### config.mk
export PLATFORM = sky130hd
export DESIGN_NAME = radio_status_indicator_logic
export DESIGN_NICKNAME = d
export VERILOG_FILES = /design/src/rtl/status_ind_pkg.sv /design/src/rtl/radio_status_indicator_logic.sv
export VERILOG_INCLUDE_DIRS = /design/src /design/src/rtl
export SDC_FILE = /design/constraint.sdc
export NUM_CORES = 1
export LEC_CHECK = 0
export BUFFER_PORTS_ARGS = -buffer_cell sky130_fd_sc_hd__buf_4
export CAP_MARGIN = 25
export CELL_PAD_IN_SITES_DETAIL_PLACEMENT = 1
export CELL_PAD_IN_SITES_GLOBAL_PLACEMENT = 1
export CORE_ASPECT_RATIO = 0.9
export CORE_MARGIN = 2
export CORE_UTILIZATION = 36
export DETAILED_ROUTE_END_ITERATION = 10
export PLACE_DENSITY_LB_ADDON = 0.3
export SYNTH_ARGS = -nofsm -noshare
export SYNTH_HDL_FRONTEND = slang
export SYNTH_SLANG_ARGS = --single-unit
export TNS_END_PERCENT = 30
### constraint.sdc
create_clock -name hclk -period 3.5 [get_ports hclk]
set_input_delay 0.875 -clock hclk [delete_from_list [all_inputs] [get_ports hclk]]
set_output_delay 0.875 -clock hclk [all_outputs]
set_load 0.01 [all_outputs]
### src/rtl/status_ind_consts.svh
`ifndef STATUS_IND_CONSTS_SVH
`define STATUS_IND_CONSTS_SVH
// Summary of operation
// - sleep LED on, flashes every two seconds asleep (bus variant only, else dark)
// - sleep blocks programming and payload data
// - master keeps link LED steadily on
// - unlinked slave blinks link LED every 2 s
// - slave link LED steady once linked
// - repeater blinks unlinked, steady when linked
// - illegal network_group_identifier gives 5 quick flashes
// - tx LED off without proper serial cabling
// - tx LED steady when cabled and idle
// - tx LED flickers while radio transmits (non-bus variant)
// - tx flicker driven from serial transmit line on bus variant
// - rx LED flickers receiving, else steady on
// - strength register holds magnitude in dB
// - strength readable only in controller emulation mode
// - master provides no signal strength

`define CLK_FREQ_HZ 125000000
// slow blink: 2 s period, 2 s = 250,000,000 cycles, halved for on/off
`define SLOW_PERIOD_MS 2000
`define SLOW_HALF_CYCLES ((`CLK_FREQ_HZ / 1000) * `SLOW_PERIOD_MS / 2)
// quick flash: 100 ms per half period
`define QUICK_HALF_MS 100
`define QUICK_HALF_CYCLES ((`CLK_FREQ_HZ / 1000) * `QUICK_HALF_MS)
// flicker: 25 ms half period, held 100 ms after last activity
`define FLICK_HALF_MS 25
`define FLICK_HALF_CYCLES ((`CLK_FREQ_HZ / 1000) * `FLICK_HALF_MS)
`define FLICK_HOLD_MS 100
`define FLICK_HOLD_CYCLES ((`CLK_FREQ_HZ / 1000) * `FLICK_HOLD_MS)
`define QUICK_FLASH_COUNT 5
`define ILLEGAL_NETWORK_GROUP_IDENTIFIER 16'h0000

`define ADDR_CTRL 12'h000
`define ADDR_STATUS 12'h004
`define ADDR_STRENGTH 12'h008
`define CTRL_MODE_LSB 0
`define CTRL_EMUL_BIT 2
`define CTRL_SLEEP_BIT 3
`define CTRL_GROUP_LSB 16
`define CTRL_RESET 32'h0000_0000
`endif

### src/rtl/status_ind_pkg.sv
package status_ind_pkg;
  typedef enum logic [1:0] {MODE_MASTER, MODE_REPEATER, MODE_SLAVE, MODE_SPARE} radio_mode_t;
  typedef enum logic [1:0] {LS_NORMAL, LS_BURST, LS_GAP} link_seq_t;
  typedef struct packed {
    logic [27:0] flick_half;
    logic [27:0] flick_hold;
    logic active;
    logic lvl;
  } flick_t;
endpackage

### src/rtl/radio_status_indicator_logic.sv
// Decided for this implementation: the AHB-Lite slave port and the register offsets.
`timescale 1ns/1ps
`include "status_ind_consts.svh"
module radio_status_indicator_logic
  import status_ind_pkg::*;
#(
  // timing counts in clock cycles; a bench may shrink them to keep runs short
  parameter int unsigned SLOW_HALF = `SLOW_HALF_CYCLES,
  parameter int unsigned QUICK_HALF = `QUICK_HALF_CYCLES,
  parameter int unsigned FLICK_HALF = `FLICK_HALF_CYCLES,
  parameter int unsigned FLICK_HOLD = `FLICK_HOLD_CYCLES
)
(
  input wire logic hclk,
  input wire logic hresetn,
  input wire logic hsel,
  input wire logic [31:0] haddr,
  input wire logic [1:0] htrans,
  input wire logic hwrite,
  input wire logic [2:0] hsize,
  input wire logic [31:0] hwdata,
  input wire logic hready,
  output logic hreadyout,
  output logic hresp,
  output logic [31:0] hrdata,
  input wire logic bus_variant,
  input wire logic radio_linked,
  input wire logic serial_cabled,
  input wire logic serial_txd_activity,
  input wire logic rf_tx_activity,
  input wire logic rf_rx_activity,
  input wire logic [7:0] signal_level_neg_db,
  input wire logic config_write_req,
  input wire logic payload_tx_req,
  input wire logic payload_rx_req,
  output logic radio_link_indicator,
  output logic tx_led,
  output logic rx_led,
  output logic sleep_led,
  output logic config_write_grant,
  output logic payload_tx_grant,
  output logic payload_rx_grant
);

  // every flop of the block lives in this record, so one reset clause covers all
  typedef struct packed {
    logic [31:0] ctrl;
    logic [31:0] rdata;
    logic wr_pend;
    logic [11:0] wr_addr;
    logic [27:0] slow_cnt;
    logic slow_lvl;
    logic [27:0] quick_cnt;
    logic quick_lvl;
    logic [2:0] flash_cnt;
    link_seq_t seq;
    flick_t tx_f;
    flick_t rx_f;
    logic link_led;
    logic tx_o;
    logic rx_o;
    logic sleep_o;
    logic cfg_g;
    logic ptx_g;
    logic prx_g;
    logic rdy;
    logic err;
  } state_t;

  state_t state_reg;
  state_t state_next;

  radio_mode_t mode;
  logic sleep_mode;
  logic emul_mode;
  logic group_bad;
  logic tx_act;
  logic slow_tick;

  // the spare mode code gets no branch of its own and behaves as a slave
  assign mode = radio_mode_t'(state_reg.ctrl[`CTRL_MODE_LSB +: 2]);
  assign sleep_mode = state_reg.ctrl[`CTRL_SLEEP_BIT];
  assign emul_mode = state_reg.ctrl[`CTRL_EMUL_BIT];
  // the all-zero network_group_identifier is the factory value and never a valid network
  assign group_bad = state_reg.ctrl[`CTRL_GROUP_LSB +: 16] == `ILLEGAL_NETWORK_GROUP_IDENTIFIER;
  // on the bus variant the serial txd line triggers the tx LED, not the radio
  assign tx_act = bus_variant ? serial_txd_activity : rf_tx_activity;
  // one shared slow base keeps the link blink and the sleep flash in step
  assign slow_tick = state_reg.slow_cnt == 28'(SLOW_HALF - 1);

  // one flicker channel; the hold keeps it going across short gaps in activity
  function automatic flick_t flick_step(input flick_t f, input logic act);
    flick_t n;
    n = f;
    if (act)
    begin
      // restart on every pulse so the pattern stays visibly rapid
      n.active = 1'b1;
      n.flick_hold = 28'h0000000;
    end
    else if (f.active)
    begin
      if (f.flick_hold == 28'(FLICK_HOLD - 1))
      begin
        n.active = 1'b0;
      end
      else
      begin
        n.flick_hold = f.flick_hold + 28'h0000001;
      end
    end
    if (n.active)
    begin
      if (f.flick_half == 28'(FLICK_HALF - 1))
      begin
        n.flick_half = 28'h0000000;
        n.lvl = ~f.lvl;
      end
      else
      begin
        n.flick_half = f.flick_half + 28'h0000001;
      end
    end
    else
    begin
      // an idle channel parks high so the LED reads steady on
      n.flick_half = 28'h0000000;
      n.lvl = 1'b1;
    end
    return n;
  endfunction

  always_comb
  begin
    logic [11:0] a;
    logic take;
    logic slow_led;
    a = haddr[11:0];
    take = hsel && hready && htrans[1];
    slow_led = state_reg.slow_lvl;
    state_next = state_reg;

    // zero wait states and never an error; flopped so every output is registered
    state_next.rdy = 1'b1;
    state_next.err = 1'b0;

    // write data phase: hwdata only stands one cycle after the address
    state_next.wr_pend = take && hwrite;
    state_next.wr_addr = a;
    // only the control word is writable; other writes are dropped
    if (state_reg.wr_pend && state_reg.wr_addr == `ADDR_CTRL)
    begin
      state_next.ctrl = hwdata;
    end
    // read data is caught in the address phase and stands until the next read
    if (take && !hwrite)
    begin
      if (a == `ADDR_CTRL)
      begin
        state_next.rdata = state_reg.ctrl;
      end
      else if (a == `ADDR_STATUS)
      begin
        // live snapshot of the inputs and LED flops for diagnostics
        state_next.rdata = {25'h0000000, state_reg.sleep_o, state_reg.rx_o, state_reg.tx_o,
                            state_reg.link_led, group_bad, radio_linked, serial_cabled};
      end
      else if (a == `ADDR_STRENGTH)
      begin
        // magnitude only; zero on master or outside emulation mode
        if (emul_mode && mode != MODE_MASTER)
        begin
          state_next.rdata = {24'h000000, signal_level_neg_db};
        end
        else
        begin
          state_next.rdata = 32'h0000_0000;
        end
      end
      else
      begin
        state_next.rdata = 32'h0000_0000;
      end
    end

    // slow blink base: toggles once per second, one flash per 2 s
    if (slow_tick)
    begin
      state_next.slow_cnt = 28'h0000000;
      state_next.slow_lvl = ~state_reg.slow_lvl;
    end
    else
    begin
      state_next.slow_cnt = state_reg.slow_cnt + 28'h0000001;
    end

    // quick flash burst sequencer
    if (state_reg.quick_cnt == 28'(QUICK_HALF - 1))
    begin
      state_next.quick_cnt = 28'h0000000;
    end
    else
    begin
      state_next.quick_cnt = state_reg.quick_cnt + 28'h0000001;
    end
    case (state_reg.seq)
      LS_NORMAL:
      begin
        // a bad id starts its burst at once, without waiting for the slow base
        state_next.quick_lvl = 1'b0;
        state_next.flash_cnt = 3'h0;
        if (group_bad)
        begin
          state_next.seq = LS_BURST;
          state_next.quick_cnt = 28'h0000000;
        end
      end
      LS_BURST:
      begin
        // a legal network_group_identifier cuts the burst short, so steady modes are not held off
        if (!group_bad)
        begin
          state_next.seq = LS_NORMAL;
        end
        else if (state_reg.quick_cnt == 28'(QUICK_HALF - 1))
        begin
          state_next.quick_lvl = ~state_reg.quick_lvl;
          if (state_reg.quick_lvl)
          begin
            state_next.flash_cnt = state_reg.flash_cnt + 3'h1;
            if (state_reg.flash_cnt == 3'(`QUICK_FLASH_COUNT - 1))
            begin
              state_next.seq = LS_GAP;
            end
          end
        end
      end
      LS_GAP:
      begin
        // dark until the slow base falls, so bursts repeat once per slow period
        state_next.quick_lvl = 1'b0;
        state_next.flash_cnt = 3'h0;
        if (!group_bad)
        begin
          state_next.seq = LS_NORMAL;
        end
        else if (slow_tick && state_reg.slow_lvl)
        begin
          state_next.seq = LS_BURST;
          state_next.quick_cnt = 28'h0000000;
        end
      end
      default:
      begin
        state_next.seq = LS_NORMAL;
      end
    endcase

    if (state_reg.seq != LS_NORMAL)
    begin
      state_next.link_led = state_reg.quick_lvl;
    end
    else if (mode == MODE_MASTER)
    begin
      state_next.link_led = 1'b1;
    end
    else if (mode == MODE_REPEATER)
    begin
      state_next.link_led = radio_linked ? 1'b1 : slow_led;
    end
    else
    begin
      state_next.link_led = radio_linked ? 1'b1 : slow_led;
    end

    // both indicators share one flicker engine; only the trigger differs
    state_next.tx_f = flick_step(state_reg.tx_f, tx_act);
    state_next.rx_f = flick_step(state_reg.rx_f, rf_rx_activity);
    // missing cabling overrides flicker, so a steadily dark tx LED always points at cabling
    if (!serial_cabled)
    begin
      state_next.tx_o = 1'b0;
    end
    else if (state_reg.tx_f.active)
    begin
      state_next.tx_o = state_reg.tx_f.lvl;
    end
    else
    begin
      state_next.tx_o = 1'b1;
    end
    // rx has no cabling condition; powered and idle means lit
    state_next.rx_o = state_reg.rx_f.active ? state_reg.rx_f.lvl : 1'b1;

    // short blip at the start of each 2 s period while asleep on the bus variant
    // the blip borrows the quick flash length so it stays visible
    if (!bus_variant)
    begin
      state_next.sleep_o = 1'b0;
    end
    else if (sleep_mode)
    begin
      state_next.sleep_o = state_reg.slow_lvl && state_reg.quick_cnt[27:25] == 3'h0 &&
                           state_reg.slow_cnt < 28'(QUICK_HALF);
    end
    else
    begin
      state_next.sleep_o = 1'b1;
    end

    // grants lag their requests by one cycle and drop while asleep
    state_next.cfg_g = config_write_req && !sleep_mode;
    state_next.ptx_g = payload_tx_req && !sleep_mode;
    state_next.prx_g = payload_rx_req && !sleep_mode;
  end

  always_ff @(posedge hclk or negedge hresetn)
  begin
    if (!hresetn)
    begin
      state_reg <= '0;
      state_reg.ctrl <= `CTRL_RESET;
      state_reg.seq <= LS_NORMAL;
      // ready stays high in reset, as an idle slave is expected to show
      state_reg.rdy <= 1'b1;
    end
    else
    begin
      state_reg <= state_next;
    end
  end

  assign hreadyout = state_reg.rdy;
  assign hresp = state_reg.err;
  assign hrdata = state_reg.rdata;
  assign radio_link_indicator = state_reg.link_led;
  assign tx_led = state_reg.tx_o;
  assign rx_led = state_reg.rx_o;
  assign sleep_led = state_reg.sleep_o;
  assign config_write_grant = state_reg.cfg_g;
  assign payload_tx_grant = state_reg.ptx_g;
  assign payload_rx_grant = state_reg.prx_g;

endmodule // radio_status_indicator_logic

## Word level (Yosys, flattened, before mapping)

Cells that the tools add are included.

| cells by class | value |
|---|---|
| $add $sub $neg | 7 |
| order comparisons | 1 |
| eq/ne operators | 23 |
| multiplexer cells | 45 |
| bitwise operators | 4 |
| reductions and logical operators | 31 |

Operators by type and width:

| operator | count |
|---|---|
| $mux W28 | 11 |
| $add A28 B1 Y28 const B | 6 |
| $mux W29 | 4 |
| $mux W32 | 3 |
| $eq A28 B24 Y1 const B | 3 |
| $eq A28 B22 Y1 const B | 2 |
| $pmux W28 S2 | 1 |
| $eq A28 B27 Y1 const B | 1 |
| $lt A28 B24 Y1 const B | 1 |
| $logic_not A12 Y1 | 2 |
| $logic_not A16 Y1 | 1 |
| $mux W1 | 15 |
| $eq A12 B3 Y1 const B | 1 |
| $eq A12 B4 Y1 const B | 1 |
| $logic_and A1 B1 Y1 | 12 |
| $ne A2 B2 Y1 const B | 6 |
| $ne A3 B3 Y1 const B | 4 |
| $mux W2 | 5 |
| $reduce_bool A2 Y1 | 5 |
| $mux W8 | 1 |
| $pmux W4 S2 | 1 |
| $mux W6 | 1 |
| $pmux W2 S3 | 1 |
| $mux W5 | 1 |
| 15 further kinds | 22 |

| word-level totals | value |
|---|---|
| register bits after elaboration | 263 |
| bits of input ports | 91 |
| output and inout port bits | 41 |
| logic and storage cells | 136 |

## Logic depth before layout (Yosys ltp)

| depth | value |
|---|---|
| word-level depth | 6 |
| depth in mapped cells | 8 |

## Worst setup path after synthesis

No wires, ideal clock.

| path | value |
|---|---|
| path type | input port to flip-flop |
| start | input haddr[5] |
| end | register state_reg (netlist bit hrdata[3]) |
| setup time | 0.083 ns |
| arrival | 2.085 ns |
| required time | 3.417 ns |
| slack | 1.332 ns |
| stages | 5 |
| path through | nor4_1 > nand2_1 > nor4_2 > a222oi_1 > o21ai_0 |

| between the ends | value |
|---|---|
| cells in the longest elaborated chain, start to end | 4 |
| elaborated cells on any way between the ends | 6 |
| classes of those cells | eq/ne: 2; mux: 3; reduce/logical: 1 |

RTL lines:

| item | line | source |
|---|---|---|
| start, declared | radio_status_indicator_logic.sv:17 | `input wire logic [31:0] haddr,` |
| $eq A12 B4 Y1 (no source line) | - |  |
| $mux W32 | radio_status_indicator_logic.sv:168 | `` else if (a == `ADDR_STRENGTH) `` |
| $mux W32 | radio_status_indicator_logic.sv:162 | `` else if (a == `ADDR_STATUS) `` |
| $mux W32 (*) | radio_status_indicator_logic.sv:158 | `` if (a == `ADDR_CTRL) `` |
| end signal, assigned | radio_status_indicator_logic.sv:329 | `state_reg <= state_next;` |
| end, declared | radio_status_indicator_logic.sv:70 | `state_t state_reg;` |

Mark *: on every way between the ends. The rest lies on a longest branch, timed or not.
A chain may end at the register's enable or synchronous reset.

==> metrics.md <==
| Metric | Value |
|---|---|
| Remaining antenna violation count | `0` |
| Most frequent cells in the layout | `263 x dfrtp_1, 168 x nor2_1, 129 x nand2_1, 116 x buf_4, 75 x xor2_1` |
| Pre-antenna DRT Iters | `5` |
| Pins Over Slew Limit | `0` |
| Highest clock rate | `0.408 GHz` |
| Clock Skew | `around 0.023 ns` |
| Number of global-route vias before repair | `~10000` |
| Final Worst Setup Slack | `roughly 1.0 ns` |
| Hold Path Class | `in2async` |
| Crit-path max FO | `15` |
| RSZ-0062 raised after global routing | `no` |
| WP data required | `3.91 ns` |
| Via count | `9532` |
| Cells after synthesis | `1250` |
| Tot GR Track Use | `0.177` |
| Area contributors post-synth | `dfrtp_1 52%, xor2_1 5.2%, nor2_1 5.0%` |
| WP data arrival | `about 2.9 ns` |
| Die height | `182 µm` |
| Seq/Total Area, Yosys | `0.522` |
| VDD IR-drop max | `0.394 mV` |
| Hold_ws | `0.238 ns` |
| Setup crit end kind | `flop` |
| Most used DFF post-synth | `dfrtp_1` |
| Avg WL per Cell | `17.4 µm` |
| Maxcap violations | `0` |
| Crit path kind | `reg2reg` |
| Yosys cell types | `63` |
| Max reg flops | `220` |
| Status | `completed` |
| Slew headroom | `0.386` |
| Clock buffer depth | `3` |
| Static Leak | `6.43 nW` |
| Power Dens Cells | `~460 nW/µm²` |
| CP Buf/Inv Count | `0` |
| CTS resizes | `0` |
| Setup TNS | `0 ns` |
| Largest net degree at the start of global routing | `70` |
| Most common cell after layout, fill and taps aside | `dfrtp_1` |
| Insertion delay to the later sink of the worst-skew pair | `0.58 ns` |
| CP top delay family | `simple AND/OR/NAND/NOR gates` |
| Global-route wire length before repair | `53100 µm` |
| Sink Count | `263` |
| Detailed Route Iter0 Violations | `480` |
| CP cell instances | `nor4_1 -> and4_1 -> nand4_1 -> nand3_1 -> nor2_1` |
| H-Tree Depth | `1` |
| #FFs+latches synth | `roughly 260` |
| Final setup fails | `0` |
| Tot Pwr | `6.86 mW` |
| Cell Area, Synth | `12600 µm²` |
| Yosys warns | `0` |
| Slew @ Worst Pin | `0.912 ns` |
| Fin. Hold Viols | `0` |
| Final WL | `approximately 32000 µm` |
| FP Rows | `65` |
| CORE AREA | `34800 µm²` |
| Share of layout cells above drive strength 1 | `0.172` |
| Asr flop ratio synth | `1.00` |
| Nets | `~1400` |
| GRT overflow | `0` |
| HPWL after detailed placement | `around 22000 µm` |
| Initial antenna violation count | `2` |
| Num CTS Buffers | `30` |
| Post-CTS setup buffer count | `0` |
| DRC viols | `0` |
| Synth-to-layout area growth | `17.3%` |
| Crit-path max cell delay | `between 0.6 and 0.7 ns` |
| EDFF count, synth | `0` |
| Most area-hungry cell type in the Yosys netlist | `dfrtp_1` |
| I/O pins | `132` |
| RD Place Congestion | `0.803` |
| Clock slew at reported path FFs | `0.06 ns` |
| Yosys top cell area share | `0.522` |
| Minimum clock period | `2.45 ns` |
| Root buf cell | `clkbuf_16` |
| Via/cell ratio | `5.23` |
| Die X | `201 µm` |
| Syn_area_per_cell | `10.1 µm²` |
| Initial core utilization | `0.362` |
| Period utilisation layout | `0.701` |
| Pre-CTS WS | `1.04 ns` |
| Ant diodes | `0` |
| Mapped Nets | `1349` |
| Critical Path Start Type | `flop` |
| Crit-path slowest cell | `nor4_1` |
| Die area | `approximately 37000 µm²` |
| CTS tree | `done` |
| Hold_buf cts | `0` |
| I/O Buffers | `105` |
[per-stage QoR]
step / area [µm²] / utilization / cells
after detailed placement: 13700 / 0.394 / 1768
after global placement: 13700 / 0.394 / 1768
final: 14800 / 0.425 / 1824
after CTS: 14800 / 0.425 / 1824
after floorplan: 12600 / - / 1250
after global routing: 14800 / 0.425 / 1824
[area by class of cell]
cell class                      instances  area, µm²
Clock buffer                           39        845
Clock inverter                         17        255
Tap cell                              469        587
Sequential cell                       263       6580
Timing Repair Buffer                  120        946
Inverter                               15       56.3
Fill cell                            3988      20000
Multi-Input combinational cell        901       5530
[layer usage]
layer  part of all wire  global-route usage
met4              0.023              0.0435
met3              0.040              0.0310
met1               0.49               0.243
met2               0.45               0.291
met5            0.00028                   0
[logic make-up (layout without fill, tap and decap cells)]
group	Yosys count	in the layout	share of synthesized area
adder cells (fa/ha/maj)	8	8	0.00794
buffers and inverters	86	191	0.0398
flip-flops	263	263	0.522
other	2	2	0.000596
AND/OR/NAND/NOR	604	604	0.251
AO/OA/AOI/OAI	118	118	0.0547
XOR/XNOR	131	131	0.0910
multiplexers	38	38	0.0336
[synthesized netlist by cell type, types with 2 or more instances]
cell type    n
nor4_1      29
nand2b_1     5
xor2_1      75
nor4b_1      7
dfrtp_1    263
mux2i_1      3
nor3_1      20
nor4_2       4
or2_2        3
inv_1       15
buf_4       34
nand4_1     58
nand3_1     65
buf_6        6
and2_1      10
or4_1        9
nand2_1    129
nand3b_1     2
conb_1       2
xnor2_1     56
o211ai_1     8
mux2_2      35
ha_1         8
nor4_4       3
o21ai_2      2
and4_1      18
nand4_2      3
buf_2        5
and3_1      22
or3_4        2
o21ai_0     59
nor2_1     168
nor4bb_1     3
nor2b_1      7
a222oi_1     6
or3_1       25
a21oi_1     29
nor3b_1      2
clkbuf_1    25
a21o_1       2
[power breakdown]
group / switching [mW] / internal [mW]
combinational: 0.144 / 0.109
clock: 1.30 / 2.14
sequential: 0.0644 / 3.10
[path summary, 6_finish.rpt]
| kind | cells after the start | endpoint | slack [ns] | startpoint |
|---|---|---|---|---|
| max in group asynchronous | 2 | state_reg[22] | 2.41 | hresetn |
| worst max register to register | 5 | state_reg[151] | 1.05 | state_reg[257] |
| worst max-delay path | 5 | state_reg[151] | 1.05 | state_reg[257] |
| worst min register to register | 1 | state_reg[97] | 0.46 | state_reg[97] |
| min in group hclk | 1 | state_reg[192] | 0.41 | haddr[4] |
| worst min-delay path | 1 | state_reg[115] | 0.24 | hresetn |
No activity file was read; power rests on OpenSTA's default activity.
